## src/pkg/tbp_pkg.sv

```systemverilog
// Package for the timer based ten bit modulator: register map, field layout,
// reset values and the bus and timer carrier structs.
// Assumes one 10 MHz system clock shared by the bus, the timers and the modulator.
package tbp_pkg;

   localparam int unsigned ADDR_W = 4;
   localparam int unsigned DATA_W = 8;

   // Register indices on the plain register port
   localparam logic [ADDR_W-1:0] ADDR_CONTROL    = 4'h0;
   localparam logic [ADDR_W-1:0] ADDR_DUTY_UPPER = 4'h1;
   localparam logic [ADDR_W-1:0] ADDR_DUTY_LOWER = 4'h2;
   localparam logic [ADDR_W-1:0] ADDR_TB_SELECT  = 4'h3;

   // Control register fields
   localparam int unsigned CTL_ENABLE_BIT = 7;
   localparam int unsigned CTL_OUT_BIT    = 5;
   localparam int unsigned CTL_INVERT_BIT = 4;
   // Lower duty bits sit in the top two bits of their register
   localparam int unsigned DUTY_LOW_MSB   = 7;
   localparam int unsigned DUTY_LOW_LSB   = 6;

   localparam int unsigned NUM_TIMERS = 3;
   localparam int unsigned SEL_W      = 2;
   localparam logic [SEL_W-1:0] SEL_FIRST_TIMER = 2'h1;
   localparam logic [SEL_W-1:0] SEL_RESERVED    = 2'h0;
   localparam logic [SEL_W-1:0] SEL_RESET       = SEL_FIRST_TIMER;

   localparam logic [DATA_W-1:0] DATA_ZERO    = 8'h00;
   localparam logic [9:0]        DUTY_RESET   = 10'h000;
   localparam logic [1:0]        SUB_ZERO     = 2'h0;
   localparam logic [1:0]        SUB_ONE      = 2'h1;
   localparam logic [9:0]        TB_STEP      = 10'h001;

   typedef struct packed {
      logic              wr;
      logic              rd;
      logic [ADDR_W-1:0] addr;
      logic [DATA_W-1:0] wdata;
   } tbp_bus_req_t;

   // One period timer as seen by the modulator
   typedef struct packed {
      logic       tick;    // Prescaled instruction-clock tick (advances count)
      logic       fosc_en; // Prescaled system-clock enable for the sub bits
      logic [7:0] count;
      logic [7:0] period;
   } tbp_timer_t;

   typedef tbp_timer_t [NUM_TIMERS-1:0] tbp_timer_set_t;

endpackage

```

## src/logic/tbp_modulator.sv

```systemverilog
// Ten bit pulse-width modulator with shadowed duty registers and selectable period timer.
// Assumes period timers run on this clock and present count, period and prescaled enables.
`timescale 1ns/1ps

// Notes on behaviour
// - Duty value has ten bits of resolution
// - Time-base select picks timer, first by default
// - Shared period, own independent duty value
// - Timer postscaler plays no part here
// - Output goes active when count clears, unless duty is zero
// - Output inactive when time base equals duty
// - Duty at or above period never clears
// - Shadow duty copied only at period match
// - Invert bit flips the output polarity
// - Period is (value+1) times four times prescale
// - Match then increment: clear, set, latch duty
// - Duty registers writable at any time
// - Time base is count plus two sub bits
// - Prescale one uses raw clock for sub bits
// - Resolution follows period, ten bits at 255
// - Oversized pulse leaves pin level unchanged
// - Sleep freezes time base and level; bus writes still apply
// - Enable bit switches modulator on and off
// - Read-only bit returns current output level
// - Reset restores registers, pin becomes input
module tbp_modulator (
   input  wire logic                   MCLK_IN,
   input  wire logic                   RESETN_IN,
   input  wire logic                   SLEEP_IN,
   input  wire tbp_pkg::tbp_timer_set_t TIMERS_IN,
   input  wire tbp_pkg::tbp_bus_req_t  BUS_IN,
   output logic [tbp_pkg::DATA_W-1:0]  RDATA_OUT,
   output logic                        PWM_OUT,
   output logic                        PWM_PIN_OE_OUT
);
   import tbp_pkg::*;

   typedef struct packed {
      logic              enable;
      logic              invert;
      logic [SEL_W-1:0]  select;
      logic [7:0]        duty_upper;
      logic [1:0]        duty_lower;
      logic [9:0]        duty_work;
      logic [1:0]        sub;
      logic              level;
      logic [DATA_W-1:0] rdata;
   } tbp_state_t;

   tbp_state_t st;
   tbp_state_t next_st;

   tbp_timer_t tmr;
   logic [9:0] time_base;
   logic [9:0] next_time_base;
   logic       match;
   logic       wrap;
   logic       full_on;
   logic       pin_level;

   // Reserved select code falls back to the first timer
   always_comb begin
      if (st.select == SEL_RESERVED) begin
         tmr = TIMERS_IN[0];
      end else begin
         tmr = TIMERS_IN[st.select - SEL_ONE_IDX()];
      end
   end

   function automatic logic [SEL_W-1:0] SEL_ONE_IDX();
      return SEL_FIRST_TIMER;
   endfunction

   always_comb begin
      time_base      = {tmr.count, st.sub};
      // Wraps only in the wrap cycle, which the wrap branch handles
      next_time_base = time_base + TB_STEP;
      // Period ends when count equals period and the tick would wrap it
      match          = (tmr.count == tmr.period);
      wrap           = match && tmr.tick;
      // Upper bits above period means duty at or past 4*(period+1); no carry to lose
      full_on        = (st.duty_work[9:2] > tmr.period);
   end

   always_comb begin
      next_st       = st;
      next_st.rdata = DATA_ZERO;

      // Register writes accepted anywhere in the period
      if (BUS_IN.wr) begin
         unique case (BUS_IN.addr)
            ADDR_CONTROL: begin
               next_st.enable = BUS_IN.wdata[CTL_ENABLE_BIT];
               next_st.invert = BUS_IN.wdata[CTL_INVERT_BIT];
            end
            ADDR_DUTY_UPPER: next_st.duty_upper = BUS_IN.wdata;
            ADDR_DUTY_LOWER: next_st.duty_lower = BUS_IN.wdata[DUTY_LOW_MSB:DUTY_LOW_LSB];
            ADDR_TB_SELECT:  next_st.select     = BUS_IN.wdata[SEL_W-1:0];
            default: ;
         endcase
      end

      if (BUS_IN.rd) begin
         unique case (BUS_IN.addr)
            ADDR_CONTROL: begin
               next_st.rdata[CTL_ENABLE_BIT] = st.enable;
               next_st.rdata[CTL_OUT_BIT]    = pin_level;
               next_st.rdata[CTL_INVERT_BIT] = st.invert;
            end
            ADDR_DUTY_UPPER: next_st.rdata = st.duty_upper;
            ADDR_DUTY_LOWER: next_st.rdata[DUTY_LOW_MSB:DUTY_LOW_LSB] = st.duty_lower;
            ADDR_TB_SELECT:  next_st.rdata[SEL_W-1:0] = st.select;
            default: next_st.rdata = DATA_ZERO;
         endcase
      end

      // Sleep freezes the time base and the output; bus stays usable
      if (!SLEEP_IN && st.enable) begin
         if (wrap) begin
            next_st.sub       = SUB_ZERO;
            next_st.duty_work = {st.duty_upper, st.duty_lower};
            // Zero duty keeps the output inactive for the whole period
            next_st.level     = ({st.duty_upper, st.duty_lower} != DUTY_RESET);
         end else begin
            if (tmr.fosc_en) begin
               next_st.sub = st.sub + SUB_ONE;
               // Compare on every advancing cycle, full ten bits
               // Next time base, so the registered clear lands as the base reaches duty
               if ((next_time_base == st.duty_work) && !full_on) begin
                  next_st.level = 1'b0;
               end
            end
         end
      end else if (!SLEEP_IN) begin
         // Disable waits for wake-up so sleep never moves the pin
         next_st.level = 1'b0;
         next_st.sub   = SUB_ZERO;
      end
   end

   always_ff @(posedge MCLK_IN or negedge RESETN_IN) begin
      if (!RESETN_IN) begin
         st            <= '0;
         st.select     <= SEL_RESET;
         st.duty_work  <= DUTY_RESET;
      end else begin
         st <= next_st;
      end
   end

   assign pin_level      = st.level ^ st.invert;
   assign PWM_OUT        = pin_level;
   // Driver enable follows the module enable; pin direction lives in the port
   assign PWM_PIN_OE_OUT = st.enable;
   assign RDATA_OUT      = st.rdata;

endmodule

```

## config.mk

```make
export PLATFORM = sky130hd
export DESIGN_NAME = tbp_modulator
export DESIGN_NICKNAME = d
export VERILOG_FILES = /design/src/pkg/tbp_pkg.sv /design/src/logic/tbp_modulator.sv
export SDC_FILE = /design/constraint.sdc
export NUM_CORES = 1
export LEC_CHECK = 0
export BUFFER_PORTS_ARGS = -buffer_cell sky130_fd_sc_hd__clkbuf_2
export CAP_MARGIN = 20
export CORE_MARGIN = 2
export CORE_UTILIZATION = 25
export CTS_CLUSTER_DIAMETER = 30
export DETAILED_ROUTE_END_ITERATION = 8
export MAX_ROUTING_LAYER = met4
export PLACE_DENSITY = 0.53
export SETUP_SLACK_MARGIN = 0.4
export SLEW_MARGIN = 25
export SYNTH_ARGS = -nofsm -noshare
export SYNTH_HDL_FRONTEND = slang
export SYNTH_SLANG_ARGS = --single-unit
```

## constraint.sdc

```tcl
create_clock -name MCLK_IN -period 4.3 [get_ports MCLK_IN]
set_input_delay 0.645 -clock MCLK_IN [delete_from_list [all_inputs] [get_ports MCLK_IN]]
set_output_delay 0.645 -clock MCLK_IN [all_outputs]
set_load 0.02 [all_outputs]
```

==> reports/metrics.yaml <==
cts:
  clock-sinks: 35
  insertion_delay_ps: 290
  cts_hold_buf: 0
  max-clock-path-buffers: 2
  clk_pin_slew_ps: 80
  tritoncts: "done"
  numCtsBuffers: 5
  cts_resized: 0
  cts.htree.levels: 2
  root_buffer: "clkbuf_8"
  post_cts_buffers: 0
timing:
  drv_slew: 0
  setup_viol: 0
  rsz0062_at_grt: "no"
  period_share: 0.832
  fin_ws_ps: 721
  clock_skew_ps: 9.14
  hold_viol: 0
  max_clock_freq_mhz: 279
  whs_ps: 458
  tightest_slew_ps: 880
  slew_headroom: 0.413
  min_period_ps: 3580
  tns_ps: 0
synth:
  synth_top_family_by_area: "simple AND/OR/NAND/NOR gates"
  ys_warn_count: 0
  synthAdderAreaFrac: 0.0454
  syn-num-nets: 370
  synthDistinctLibCells: 57
  ys.flop_type: "dfrtp_1"
  synth.avg_cell_area_um2: 9.54
  synth-compound-area-share: 0.135
  async_flop_share: 1.00
  synth_edf_count: 0
  syn_inst: 289
  synth.top_cell.area_share: 0.309
  synthXorXnorAreaFrac: 0.0540
  synth_seq_cells: 35
  ys_seq_area_frac: 0.318
  yosys.area.top_type: "dfrtp_1"
  synthMuxAreaShare: 0.122
  netlist_area_um2: 2760
  synth-simple-area-share: 0.254
  ys_top_cells_by_area: "dfrtp_1 31%, mux2_2 6.5%, ha_1 4.5%"
global_route:
  grt_max_degree: 36
  globalRouteOverflowTotal: 0
  grt_pass1_vias: 2359
  grt_pass1_wl_um: 11700
  antenna_found_initial: 0
  grtUsageTotal: 0.130
routing:
  vias: 2423
  met3_length_um: 134
  wl_met2_um: 3900
  first_pass_iters: 5
  wl_met1_um: 3290
  drc: 0
  drtIter0Drc: 123
  top_layer_used: "met4"
  drt.antenna.violating_nets: 0
  postRouteWirelength_um: 7420
  routed_via_density: 4.86
  wire_per_inst_um: 14.9
worst_setup_path:
  crit_type: "register to register"
  crit_start: "st[31]"
  crit_fanout: 19
  critPathTopFamily: "simple AND/OR/NAND/NOR gates"
  r2r-start: "st[31]"
  critPathRequiredTime_ps: 4470
  r2r_slack_ps: 720
  crit_slowest_cell: "dfstp_2"
  r2r.worst_path.cells: 14
  path_common_cell: "nand2b_1"
  critPathLaunchType: "register"
  crit_path_end_kind: "register"
  slowest_delay_ps: 530
  crit_buf_inv: 1
  path_depth: 14
  crit_chain: "inv_1 > ha_2 > nand2b_1 > or3b_2 > and3_1 > ha_1 > a21oi_1 > nor2b_1 > o21ai_0 > nand2b_1 > o22ai_1 > o2111ai_1 > nor4_1 > o21ai_1"
  cp.arrival_ps: 3750
final_layout:
  final_layout_size_suffix_gt1_frac: 0.354
  finalNetCount: 439
  fin_cells: 499
  seq_area_um2: 877
  final_common_cell: "clkbuf_2"
  fill_cells: 1110
  area_growth_pct: 19.8
  diodes: 0
  final_cell_mix: "80 x clkbuf_2, 34 x dfrtp_1, 26 x nand2_1"
  multi_input_comb_area_um2: 1680
die:
  num_io_pins: 81
  die_w_um: 109
  dieArea_um2: 11900
  core_um2: 10800
  die_y_um: 109
  initial_utilization: 0.255
  rows: 38
power:
  power_density_nw_per_um2: 418
  p_leak_nw: 1.52
  vdd_ir_drop_max_v: 0.000154
placed_design:
  numPortBuffers: 80
  place_ws_ps: 518
  hpwl_um: 5880
  gp_congestion: 0.785
  place_inst: 491
outcome:
  outcome: "finished clean"
run:
  max_cap_viol_count: 0
min_path:
  holdCritPathClass: "input port to asynchronous set/reset pin"
==> final cells by class <==
type	instances	share of cell area
Sequential cell	35	0.266
Timing Repair Buffer	84	0.130
Tap cell	140	0.0530
Clock inverter	3	0.00720
Inverter	12	0.0136
Multi-Input combinational cell	220	0.509
Clock buffer	5	0.0208
==> synth_stat cells (7+ instances only) <==
library cell	count
buf_4	9
dfrtp_1	34
ha_1	10
inv_1	12
mux2_2	16
mux2_4	7
nand2_1	26
nand3_1	12
nand4_1	10
nor2_1	14
o21ai_0	12
or4bb_1	10
xnor2_1	11
==> metal layers <==
layer	track usage	vias to the layer above
met1	0.160	1186
li1	-	1205
met4	0.0275	0
met2	0.229	25
met3	0.0149	7
met5	-	-
==> state kept, by name, indices dropped and copies added, names as in the netlist <==
signal / flops
PWM_PIN_OE_OUT: 1
RDATA_OUT: 8
st: 26
==> power breakdown <==
part           internal, mW  leakage [nW]  switching, mW
registers             0.372         0.462         0.0486
logic                 0.313          1.01          0.400
clock network         0.116        0.0408          0.132
total                 0.800          1.52          0.580
==> cell families (layout without fill, tap and decap cells) <==
group	count (synthesis)	after routing
compound gates	52	52
xor+xnor	17	17
fa+ha+maj	10	10
buf+inv	34	104
flops	35	35
mux	28	28
simple gates	113	113
==> path summary, 6_finish.rpt <==
kind                           endpoint
hold reg to reg                   st[9]
min in group MCLK_IN              st[9]
setup / recovery                  st[8]
max in group asynchronous         st[8]
setup reg to reg                  st[8]
hold / removal             RDATA_OUT[5]
==> stage by stage <==
stage / total power [mW] / utilization / area (um2)
after floorplan: 0.962 / - / 2760
after global placement: 1.12 / 0.297 / 3210
after detailed placement: 1.13 / 0.297 / 3210
after CTS: 1.39 / 0.306 / 3300
after global routing: 1.49 / 0.306 / 3300
final: 1.38 / 0.306 / 3300
Note: power is estimated with default switching activity, not from simulation.
